--- src/hw/smc_pkg.sv ---
package smc_pkg;
	localparam int CLK_MHZ = 125;
	localparam int INTERVAL_US = 32;
	localparam int INTERVAL_CYCLES = INTERVAL_US * CLK_MHZ;
	localparam int MS_US = 1000;
	localparam int MS_CYCLES = MS_US * CLK_MHZ;
	localparam int LINK_BIT_CYCLES = 4;
	localparam int LINK_CLASS_BITS = 4;

	localparam logic [7:0] OFS_POWER_MGMT_ENABLE_ONE = 8'h80;
	localparam logic [7:0] OFS_IRQ_SPEEDUP_COUNT = 8'h8C;
	localparam logic [7:0] OFS_VIDEO_SPEEDUP_COUNT = 8'h8D;
	localparam logic [7:0] OFS_THROTTLE_RELEASE_COUNT = 8'h94;
	localparam logic [7:0] OFS_THROTTLE_ASSERT_COUNT = 8'h95;
	localparam logic [7:0] OFS_SUSPEND_CONFIG = 8'h96;
	localparam logic [7:0] OFS_CLOCK_STOP_CONTROL = 8'hBC;
	localparam logic [7:0] OFS_SEQUENCER_STATUS = 8'hBE;

	localparam logic [7:0] RST_REG = 8'h00;

	localparam int BIT_IRQ_SPEEDUP_EN = 3;
	localparam int BIT_VIDEO_SPEEDUP_EN = 4;
	localparam int BIT_THROTTLE_EN = 0;
	localparam int BIT_SMI_SPEEDUP_CFG = 1;
	localparam int BIT_FULL_CLOCK_STOP_SELECT = 0;
	localparam int LOCK_DELAY_LSB = 4;
	localparam logic [7:0] CLOCK_STOP_CONTROL_MASK = 8'hF1;
	localparam logic [7:0] SUSPEND_CONFIG_MASK = 8'h1F;

	localparam logic [15:0] VGA_IO_MASK = 16'hFFF0;
	localparam logic [15:0] VGA_IO_MONO = 16'h03B0;
	localparam logic [15:0] VGA_IO_COLOR_A = 16'h03C0;
	localparam logic [15:0] VGA_IO_COLOR_B = 16'h03D0;
	localparam logic [31:0] VGA_MEM_LOW = 32'h000A0000;
	localparam logic [31:0] VGA_MEM_HIGH = 32'h000B7FFF;

	typedef enum logic [1:0] {
		SMC_CPU_SUSPEND_REQUEST_N_IDLE = 2'b00,
		SMC_CPU_SUSPEND_REQUEST_N_REQ = 2'b01,
		SMC_CPU_SUSPEND_REQUEST_N_HELD = 2'b11,
		SMC_CPU_SUSPEND_REQUEST_N_LOCK = 2'b10
	} smc_cpu_suspend_request_n_t;
endpackage

--- src/hw/smc_link_rx.sv ---
module smc_link_rx
	import smc_pkg::*;
(
	input wire logic clk_sys,
	input wire logic sys_rst,
	input wire logic processor_activity_link,
	output logic gfx_access
);
	logic link_meta;
	logic link_s;
	logic busy;
	logic [7:0] bit_timer;
	logic [2:0] bit_index;
	logic [LINK_CLASS_BITS-1:0] classes;

	always_ff @(posedge clk_sys) begin
		if (sys_rst) begin
			link_meta <= 1'b1;
			link_s <= 1'b1;
		end else begin
			link_meta <= processor_activity_link;
			link_s <= link_meta;
		end
	end

	// idle high, start low, then one bit per class: vga regs, vga fb, accel regs, configured fb
	always_ff @(posedge clk_sys) begin
		if (sys_rst) begin
			busy <= 1'b0;
			bit_timer <= 8'h00;
			bit_index <= 3'h0;
			classes <= '0;
			gfx_access <= 1'b0;
		end else begin
			gfx_access <= 1'b0;
			if (!busy) begin
				if (!link_s) begin
					busy <= 1'b1;
					bit_timer <= 8'(LINK_BIT_CYCLES + LINK_BIT_CYCLES / 2 - 1);
					bit_index <= 3'h0;
				end
			end else if (bit_timer != 8'h00) begin
				bit_timer <= bit_timer - 8'h01;
			end else begin
				classes <= {link_s, classes[LINK_CLASS_BITS-1:1]};
				bit_timer <= 8'(LINK_BIT_CYCLES - 1);
				if (bit_index == 3'(LINK_CLASS_BITS - 1)) begin
					busy <= 1'b0;
					gfx_access <= link_s | (|classes[LINK_CLASS_BITS-1:1]);
				end else begin
					bit_index <= bit_index + 3'h1;
				end
			end
		end
	end
endmodule

--- src/hw/smc_sequencer.sv ---
module smc_sequencer
	import smc_pkg::*;
#(
	parameter int MS_TICK_CYCLES = smc_pkg::MS_CYCLES,
	parameter int VIDEO_TICK_CYCLES = smc_pkg::MS_CYCLES
) (
	input wire logic clk_sys,
	input wire logic sys_rst,
	input wire logic cfg_wr,
	input wire logic cfg_rd,
	input wire logic [7:0] cfg_index,
	input wire logic [7:0] cfg_wdata,
	output logic [7:0] cfg_rdata,
	input wire logic suspend_cmd_wr,
	input wire logic smi_speedup_disable_rd,
	input wire logic irq_unmasked,
	input wire logic port061_access,
	input wire logic smi_event,
	input wire logic pci_io_access,
	input wire logic [15:0] pci_io_addr,
	input wire logic pci_mem_access,
	input wire logic [31:0] pci_mem_addr,
	input wire logic processor_activity_link,
	input wire logic cpu_suspend_ack_n,
	output logic cpu_suspend_request_n,
	output logic system_mgmt_interrupt_n,
	input wire logic deep_suspend_clock_gate_in,
	output logic deep_suspend_clock_gate_out,
	output logic deep_suspend_clock_gate_oe
);
	import smc_pkg::*;

	logic [7:0] power_mgmt_enable_one;
	logic [7:0] irq_speedup_count;
	logic [7:0] video_speedup_count;
	logic [7:0] throttle_release_count;
	logic [7:0] throttle_assert_count;
	logic [7:0] suspend_config;
	logic [7:0] clock_stop_control;

	logic tick_32us;
	logic tick_ms;
	logic tick_video;
	logic link_gfx;
	logic ack_meta;
	logic ack_n_s;
	logic gate_meta;
	logic gate_s;
	logic gate_inactive;

	smc_cpu_suspend_request_n_t cpu_suspend_request_n_state;
	logic [3:0] lock_ms;
	logic [7:0] irq_timer;
	logic [7:0] video_timer;
	logic smi_hold;
	logic mod_phase_assert;
	logic [7:0] mod_count;

	logic throttle_en;
	logic break_event;
	logic pci_vga;
	logic irq_load;
	logic video_load;
	logic speedup_event;
	logic speedup_active;
	logic full_stop;

	smc_tick #(.CYCLES(INTERVAL_CYCLES)) u_tick_32us (
		.clk_sys(clk_sys),
		.sys_rst(sys_rst),
		.tick(tick_32us)
	);

	smc_tick #(.CYCLES(MS_TICK_CYCLES)) u_tick_ms (
		.clk_sys(clk_sys),
		.sys_rst(sys_rst),
		.tick(tick_ms)
	);

	smc_tick #(.CYCLES(VIDEO_TICK_CYCLES)) u_tick_video (
		.clk_sys(clk_sys),
		.sys_rst(sys_rst),
		.tick(tick_video)
	);

	smc_link_rx u_link_rx (
		.clk_sys(clk_sys),
		.sys_rst(sys_rst),
		.processor_activity_link(processor_activity_link),
		.gfx_access(link_gfx)
	);

	always_ff @(posedge clk_sys) begin
		if (sys_rst) begin
			ack_meta <= 1'b1;
			ack_n_s <= 1'b1;
		end else begin
			ack_meta <= cpu_suspend_ack_n;
			ack_n_s <= ack_meta;
		end
	end

	// no reset here: the pin level must travel through while reset is held
	always_ff @(posedge clk_sys) begin
		gate_meta <= deep_suspend_clock_gate_in;
		gate_s <= gate_meta;
	end

	// pin is an input throughout reset, so the pull resistor sets the level we learn
	always_ff @(posedge clk_sys) begin
		if (sys_rst) begin
			gate_inactive <= gate_s;
		end
	end

	// register writes
	always_ff @(posedge clk_sys) begin
		if (sys_rst) begin
			power_mgmt_enable_one <= RST_REG;
			irq_speedup_count <= RST_REG;
			video_speedup_count <= RST_REG;
			throttle_release_count <= RST_REG;
			throttle_assert_count <= RST_REG;
			suspend_config <= RST_REG;
			clock_stop_control <= RST_REG;
		end else if (cfg_wr) begin
			case (cfg_index)
				OFS_POWER_MGMT_ENABLE_ONE: power_mgmt_enable_one <= cfg_wdata;
				OFS_IRQ_SPEEDUP_COUNT: irq_speedup_count <= cfg_wdata;
				OFS_VIDEO_SPEEDUP_COUNT: video_speedup_count <= cfg_wdata;
				OFS_THROTTLE_RELEASE_COUNT: throttle_release_count <= cfg_wdata;
				OFS_THROTTLE_ASSERT_COUNT: throttle_assert_count <= cfg_wdata;
				OFS_SUSPEND_CONFIG: suspend_config <= cfg_wdata & SUSPEND_CONFIG_MASK;
				OFS_CLOCK_STOP_CONTROL: clock_stop_control <= cfg_wdata & CLOCK_STOP_CONTROL_MASK;
				default: ;
			endcase
		end
	end

	always_ff @(posedge clk_sys) begin
		if (sys_rst) begin
			cfg_rdata <= 8'h00;
		end else if (cfg_rd) begin
			case (cfg_index)
				OFS_POWER_MGMT_ENABLE_ONE: cfg_rdata <= power_mgmt_enable_one;
				OFS_IRQ_SPEEDUP_COUNT: cfg_rdata <= irq_speedup_count;
				OFS_VIDEO_SPEEDUP_COUNT: cfg_rdata <= video_speedup_count;
				OFS_THROTTLE_RELEASE_COUNT: cfg_rdata <= throttle_release_count;
				OFS_THROTTLE_ASSERT_COUNT: cfg_rdata <= throttle_assert_count;
				OFS_SUSPEND_CONFIG: cfg_rdata <= suspend_config;
				OFS_CLOCK_STOP_CONTROL: cfg_rdata <= clock_stop_control;
				OFS_SEQUENCER_STATUS: cfg_rdata <= {2'b00, cpu_suspend_request_n_state, smi_hold, |video_timer, |irq_timer,
					mod_phase_assert};
				default: cfg_rdata <= 8'h00;
			endcase
		end
	end

	// only irq, port 061h, smi and graphics feed speedup; bus master requests have no input here
	always_comb begin
		throttle_en = suspend_config[BIT_THROTTLE_EN];
		full_stop = clock_stop_control[BIT_FULL_CLOCK_STOP_SELECT];
		break_event = irq_unmasked | smi_event;
		pci_vga = (pci_io_access && ((pci_io_addr & VGA_IO_MASK) == VGA_IO_MONO
			|| (pci_io_addr & VGA_IO_MASK) == VGA_IO_COLOR_A
			|| (pci_io_addr & VGA_IO_MASK) == VGA_IO_COLOR_B))
			|| (pci_mem_access && pci_mem_addr >= VGA_MEM_LOW && pci_mem_addr <= VGA_MEM_HIGH);
		irq_load = throttle_en && power_mgmt_enable_one[BIT_IRQ_SPEEDUP_EN]
			&& (irq_unmasked || port061_access
			|| (smi_event && !suspend_config[BIT_SMI_SPEEDUP_CFG]));
		video_load = throttle_en && power_mgmt_enable_one[BIT_VIDEO_SPEEDUP_EN]
			&& (link_gfx || pci_vga);
		speedup_event = irq_load | video_load;
		speedup_active = (irq_timer != 8'h00) || (video_timer != 8'h00) || smi_hold;
	end

	always_ff @(posedge clk_sys) begin
		if (sys_rst) begin
			irq_timer <= 8'h00;
		end else if (irq_load) begin
			irq_timer <= irq_speedup_count;
		end else if (tick_ms && irq_timer != 8'h00) begin
			irq_timer <= irq_timer - 8'h01;
		end
	end

	always_ff @(posedge clk_sys) begin
		if (sys_rst) begin
			video_timer <= 8'h00;
		end else if (video_load) begin
			video_timer <= video_speedup_count;
		end else if (tick_video && video_timer != 8'h00) begin
			video_timer <= video_timer - 8'h01;
		end
	end

	// the smi that sets the hold wins over a disable read in the same cycle
	always_ff @(posedge clk_sys) begin
		if (sys_rst) begin
			smi_hold <= 1'b0;
		end else if (!throttle_en) begin
			smi_hold <= 1'b0;
		end else if (smi_event && suspend_config[BIT_SMI_SPEEDUP_CFG]) begin
			smi_hold <= 1'b1;
		end else if (smi_speedup_disable_rd) begin
			smi_hold <= 1'b0;
		end
	end

	// modulation: release phase then assert phase, each counted in 32 us intervals
	always_ff @(posedge clk_sys) begin
		if (sys_rst) begin
			mod_phase_assert <= 1'b0;
			mod_count <= 8'h00;
		end else if (!throttle_en || speedup_active || speedup_event) begin
			mod_phase_assert <= 1'b0;
			mod_count <= 8'h00;
		end else if (tick_32us) begin
			if (mod_phase_assert) begin
				if (mod_count + 8'h01 >= throttle_assert_count) begin
					mod_phase_assert <= 1'b0;
					mod_count <= 8'h00;
				end else begin
					mod_count <= mod_count + 8'h01;
				end
			end else if (mod_count + 8'h01 >= throttle_release_count) begin
				mod_phase_assert <= throttle_assert_count != 8'h00;
				mod_count <= 8'h00;
			end else begin
				mod_count <= mod_count + 8'h01;
			end
		end
	end

	// software suspend; the lock delay counts whole 1 ms ticks, first one may be short
	always_ff @(posedge clk_sys) begin
		if (sys_rst) begin
			cpu_suspend_request_n_state <= SMC_CPU_SUSPEND_REQUEST_N_IDLE;
			lock_ms <= 4'h0;
		end else begin
			case (cpu_suspend_request_n_state)
				SMC_CPU_SUSPEND_REQUEST_N_IDLE: begin
					if (suspend_cmd_wr) begin
						cpu_suspend_request_n_state <= SMC_CPU_SUSPEND_REQUEST_N_REQ;
					end
				end
				SMC_CPU_SUSPEND_REQUEST_N_REQ: begin
					if (break_event) begin
						cpu_suspend_request_n_state <= SMC_CPU_SUSPEND_REQUEST_N_IDLE;
					end else if (!ack_n_s) begin
						cpu_suspend_request_n_state <= SMC_CPU_SUSPEND_REQUEST_N_HELD;
					end
				end
				SMC_CPU_SUSPEND_REQUEST_N_HELD: begin
					if (break_event) begin
						if (full_stop) begin
							cpu_suspend_request_n_state <= SMC_CPU_SUSPEND_REQUEST_N_LOCK;
							lock_ms <= clock_stop_control[LOCK_DELAY_LSB +: 4];
						end else begin
							cpu_suspend_request_n_state <= SMC_CPU_SUSPEND_REQUEST_N_IDLE;
						end
					end
				end
				SMC_CPU_SUSPEND_REQUEST_N_LOCK: begin
					if (lock_ms == 4'h0) begin
						cpu_suspend_request_n_state <= SMC_CPU_SUSPEND_REQUEST_N_IDLE;
					end else if (tick_ms) begin
						lock_ms <= lock_ms - 4'h1;
					end
				end
				default: cpu_suspend_request_n_state <= SMC_CPU_SUSPEND_REQUEST_N_IDLE;
			endcase
		end
	end

	always_ff @(posedge clk_sys) begin
		if (sys_rst) begin
			cpu_suspend_request_n <= 1'b1;
			system_mgmt_interrupt_n <= 1'b1;
			deep_suspend_clock_gate_out <= 1'b0;
			deep_suspend_clock_gate_oe <= 1'b0;
		end else begin
			cpu_suspend_request_n <= !(cpu_suspend_request_n_state != SMC_CPU_SUSPEND_REQUEST_N_IDLE || mod_phase_assert);
			system_mgmt_interrupt_n <= cpu_suspend_request_n_state != SMC_CPU_SUSPEND_REQUEST_N_LOCK;
			deep_suspend_clock_gate_oe <= 1'b1;
			deep_suspend_clock_gate_out <= (cpu_suspend_request_n_state == SMC_CPU_SUSPEND_REQUEST_N_HELD && full_stop && !break_event)
				? !gate_inactive : gate_inactive;
		end
	end
endmodule

--- src/hw/smc_tick.sv ---
module smc_tick #(
	parameter int CYCLES = 4000
) (
	input wire logic clk_sys,
	input wire logic sys_rst,
	output logic tick
);
	logic [31:0] count;

	always_ff @(posedge clk_sys) begin
		if (sys_rst) begin
			count <= 32'h00000000;
			tick <= 1'b0;
		end else if (count == 32'(CYCLES - 1)) begin
			count <= 32'h00000000;
			tick <= 1'b1;
		end else begin
			count <= count + 32'h00000001;
			tick <= 1'b0;
		end
	end
endmodule

--- config.mk ---
export PLATFORM = sky130hd
export DESIGN_NAME = smc_sequencer
export DESIGN_NICKNAME = d
export VERILOG_FILES = /design/src/hw/smc_pkg.sv /design/src/hw/smc_link_rx.sv /design/src/hw/smc_sequencer.sv /design/src/hw/smc_tick.sv
export SDC_FILE = /design/constraint.sdc
export NUM_CORES = 1
export LEC_CHECK = 0
export BUFFER_PORTS_ARGS = -buffer_cell sky130_fd_sc_hd__buf_2
export CORE_MARGIN = 5
export CORE_UTILIZATION = 34
export CTS_CLUSTER_DIAMETER = 80
export CTS_CLUSTER_SIZE = 8
export DETAILED_ROUTE_END_ITERATION = 10
export HOLD_SLACK_MARGIN = 0.1
export PLACE_DENSITY = 0.48
export SLEW_MARGIN = 20
export SYNTH_ARGS = -nofsm -noshare
export SYNTH_HDL_FRONTEND = slang
export SYNTH_SLANG_ARGS = --single-unit
--- constraint.sdc ---
create_clock -name clk_sys -period 8.1 [get_ports clk_sys]
set_input_delay 0.405 -clock clk_sys [delete_from_list [all_inputs] [get_ports clk_sys]]
set_output_delay 0.405 -clock clk_sys [all_outputs]
set_load 0.01 [all_outputs]
==> out/summary.txt <==
Outcome: finished, final reports clean
Final WS setup: 5.19 ns
Die W: 187 µm
Launch point of the worst path: mod_count[0]
Final worst hold slack: 0.199 ns
Reg-to-reg endpoint: mod_count[5]
First-pass GRT wire length: 44,800 µm
Share of cells above drive strength 1: 12.1%
Synthesized Nets: 1,356
DR pass1 iterations: 6
Post-synthesis average cell area: 8.50 µm²
Final worst-path cycle share: 36.0%
Cell-by-cell listing of the critical path: ha_1, and3_1, nand3_1, xnor2_1, ha_1, nand4_1, nor2_1, a2111oi_1, buf_4, nor2_1, a211oi_1
Min-delay worst type: input port to flop
Sinks on Clock Net: 216
Share of the synthesized area in the top cell type: 40.5%
Starting Density: 34.6%
Vias in the first global route: 8,704
Finished Cell Area: 0.0122 mm²
Slack of the worst reg-to-reg path: 5.19 ns
Antenna viol nets, final: 0
# IOs: 90
Final number of max-transition violations: 0
Required time reported for the critical path endpoint: 8.55 ns
Via total after detailed routing: 8,919
Worst Reg-to-Reg Cells: 11
Cell count after synthesis: 1,250
Type of the worst setup path: flop to flop
Later-pin clock latency in the skew report: 0.55 ns
Setup violations, final: 0
Worst clock skew: 0.0276 ns
Critical register-to-register path startpoint: mod_count[0]
Setup TNS: 0 ns
Sequential cell area fraction in the yosys report: 40.8%
GP Congestion: 0.843
Time the worst path needs with I/O delays and setup: 2.91 ns
CP max stage cell: sky130_fd_sc_hd__dfxtp_1
CTS clock-pin slew for the worst setup and hold paths: 0.06 ns
Flip-flop and latch count after synthesis: 216
Std-Cell Core Area: 0.0307 mm²
Hold-fix buffers, CTS: 4
Data arrival time at the worst-slack endpoint: 3.37 ns
CP Launch Type: flop
Final WL: 27,000 µm
Bufs on Longest Clock Path: 3
WL per Instance: 15.8 µm
Hold path startpoint: cfg_wdata[7]
# diodes: 0
Number of hold violations in the final report: 0
Max_slew headroom: 26.5%
Setup repair after global routing missed its margin: false
Iter 0 DRT Violations: 440
Maximum VDD drop: 155 µV
Sum of met3 wire segment lengths after detailed routing: 1350 µm
Synth async-reset ratio: 0%
GRT Residual Overflow: 0
Layout area overhead: 14.8%
Die footprint: 0.0349 mm²
Port Buf Inserts: 85
Via count normalized by instance count: 5.22
Most used flip-flop cell after synthesis: sky130_fd_sc_hd__dfxtp_1
CTS Buf Count: 30
Total placed instance area: 0.0114 mm²
Die Span Y: 187 µm
Post-cts sizing count: 0
Post-detailed-route DRC marker count: 0
Total routing usage reported by global routing: 15.0%
Library cell with the highest instance count after synthesis: sky130_fd_sc_hd__dfxtp_1
Final cell utilization of the core: 39.7%
CP endpoint: mod_count[5]
Delay of the slowest critical-path stage: 0.47 ns
Cell variety after synth: 75
Initial antenna violation count: 0
CTS HTree Levels: 1
Row cnt: 64
Biggest area consumer among synthesized cells: sky130_fd_sc_hd__dfxtp_1
Leading cell types by total area after synthesis: sky130_fd_sc_hd__dfxtp_1 (40%), sky130_fd_sc_hd__nor2_1 (5.9%), sky130_fd_sc_hd__xor2_1 (5.3%)
Upper clock frequency limit: 343 MHz
Number of buffers inserted by post-CTS setup repair: 0
Worst slack, placed: 5.25 ns
Metal1 wirelength: 13,400 µm
Nature of the critical path endpoint: flop
Max-cap check violation count: 0
Max FO, Critical Path: 7
Leakage: 0.00449 µW
TritonCTS clock tree: built
Final HPWL DP: 18,600 µm
Net total in the final layout: 1,420
Mapped Area: 0.0106 mm²
Maximum number of pins on one net before global-route repair: 76
Clock tree root buffer cell: sky130_fd_sc_hd__clkbuf_16
Metal2 WL: 11,900 µm
Count of synthesis-stage warnings from yosys: 0
Top Layer Used: met4
Count of flip-flops with a built-in enable after synthesis: 1
Cell types with the highest counts after synthesis: sky130_fd_sc_hd__dfxtp_1 (215), sky130_fd_sc_hd__nor2_1 (168), sky130_fd_sc_hd__nand2_1 (103), sky130_fd_sc_hd__a21oi_1 (64), sky130_fd_sc_hd__xor2_1 (64)
Power per cell area: 186 mW/mm²
Transition time at the pin with the least slew margin: 1.10 ns
[worst min-delay path by stage]
stage                                          end  depth (start not counted)  slack, ns
final                       video_speedup_count[7]                          3       0.20
after global routing      power_mgmt_enable_one[3]                          3       0.19
after CTS                 throttle_assert_count[3]                          3       0.18
after detailed placement                    gate_s                          0       0.31
after global placement                      gate_s                          0       0.32
after floorplan                             gate_s                          0       0.31
[registers in the layout (all words and copies together) (netlist names), 5 cells and up]
name / count
throttle_assert_count: 8
u_tick_video.count: 32
irq_speedup_count: 8
mod_count: 8
suspend_config: 5
power_mgmt_enable_one: 8
video_timer: 8
cfg_rdata: 8
video_speedup_count: 8
throttle_release_count: 8
u_tick_ms.count: 32
u_tick_32us.count: 32
u_link_rx.bit_timer: 8
clock_stop_control: 5
irq_timer: 8
[kinds of logic after synthesis]
logic type               after synthesis  synth area share [%]
buffers and inverters                110                  4.13
AO/OA/AOI/OAI                        177                  11.2
adder cells (fa/ha/maj)               28                  3.30
XOR/XNOR                             104                  8.57
AND/OR/NAND/NOR                      567                  27.4
multiplexers                          48                  4.60
flip-flops                           216                  40.8
[worst max-delay path, delay by kind of cell, from the launching register on]
| family | cells | cell delay [ns] |
|---|---|---|
| compound gates | 2 | 0.61 |
| xor+xnor | 1 | 0.31 |
| fa+ha+maj | 2 | 0.59 |
| buf+inv | 1 | 0.22 |
| flops | 1 | 0.47 |
| simple gates | 5 | 0.61 |
[placed cells by master, fill, tap and decap left out, types with 5 or more instances in the layout]
cell	netlist	layout
sky130_fd_sc_hd__or4_1	10	10
sky130_fd_sc_hd__xor2_1	64	64
sky130_fd_sc_hd__nand2b_1	11	11
sky130_fd_sc_hd__buf_4	2	8
sky130_fd_sc_hd__mux2i_1	41	41
sky130_fd_sc_hd__nor4_1	43	42
sky130_fd_sc_hd__a31oi_1	9	8
sky130_fd_sc_hd__dfxtp_1	215	215
sky130_fd_sc_hd__a21o_1	6	6
sky130_fd_sc_hd__and4_1	15	15
sky130_fd_sc_hd__a21oi_1	64	64
sky130_fd_sc_hd__o211ai_1	5	5
sky130_fd_sc_hd__nand3_1	62	62
sky130_fd_sc_hd__nand4_1	43	43
sky130_fd_sc_hd__mux2_2	7	7
sky130_fd_sc_hd__inv_1	46	46
sky130_fd_sc_hd__or2_2	5	5
sky130_fd_sc_hd__ha_1	28	28
sky130_fd_sc_hd__a311oi_1	9	9
sky130_fd_sc_hd__nand2_1	103	103
sky130_fd_sc_hd__buf_2	8	84
sky130_fd_sc_hd__and3_1	22	22
sky130_fd_sc_hd__clkbuf_16	0	30
sky130_fd_sc_hd__or3_1	6	6
sky130_fd_sc_hd__xnor2_1	40	40
sky130_fd_sc_hd__nor2_1	168	168
sky130_fd_sc_hd__a22oi_1	7	7
sky130_fd_sc_hd__and2_1	7	7
sky130_fd_sc_hd__a22o_1	7	7
sky130_fd_sc_hd__nor2b_1	9	9
sky130_fd_sc_hd__o21ai_0	18	18
sky130_fd_sc_hd__nor4b_1	9	9
sky130_fd_sc_hd__a211oi_1	16	16
sky130_fd_sc_hd__nor3_1	25	25
[metrics by stage]
stage / total power (µW) / cells
floorplan: 1160 / 1250
global placement: 1210 / 1674
detailed placement: 1210 / 1674
CTS: 2320 / 1710
global route: 2370 / 1710
finish: 2270 / 1710
[metal layers]
layer,vias up,track usage [%]
li1,4579,-
met1,4141,20.7
met4,0,3.01
met5,-,0
met2,169,24.6
met3,30,2.74
[cell type report]
| class | count | area, µm² |
|---|---|---|
| timing repair buffer | 96 | 520 |
| inverter | 46 | 173 |
| sequential | 216 | 4330 |
| multi-input combinational | 924 | 5910 |
| clock buffer | 31 | 754 |
| tap | 396 | 495 |
| clock inverter | 1 | 16.3 |
| fill | 3151 | 18600 |
[report_power, final]
| part | internal [µW] | leakage (µW) | total, µW | switching, µW |
|---|---|---|---|---|
| Clock | 646 | 0.000378 | 1080 | 439 |
| Combinational | 37.9 | 0.00236 | 102 | 64.1 |
| Sequential | 1080 | 0.00175 | 1090 | 10.6 |
| Total | 1760 | 0.00449 | 2270 | 514 |
No activity file was read; power rests on OpenSTA's default activity.
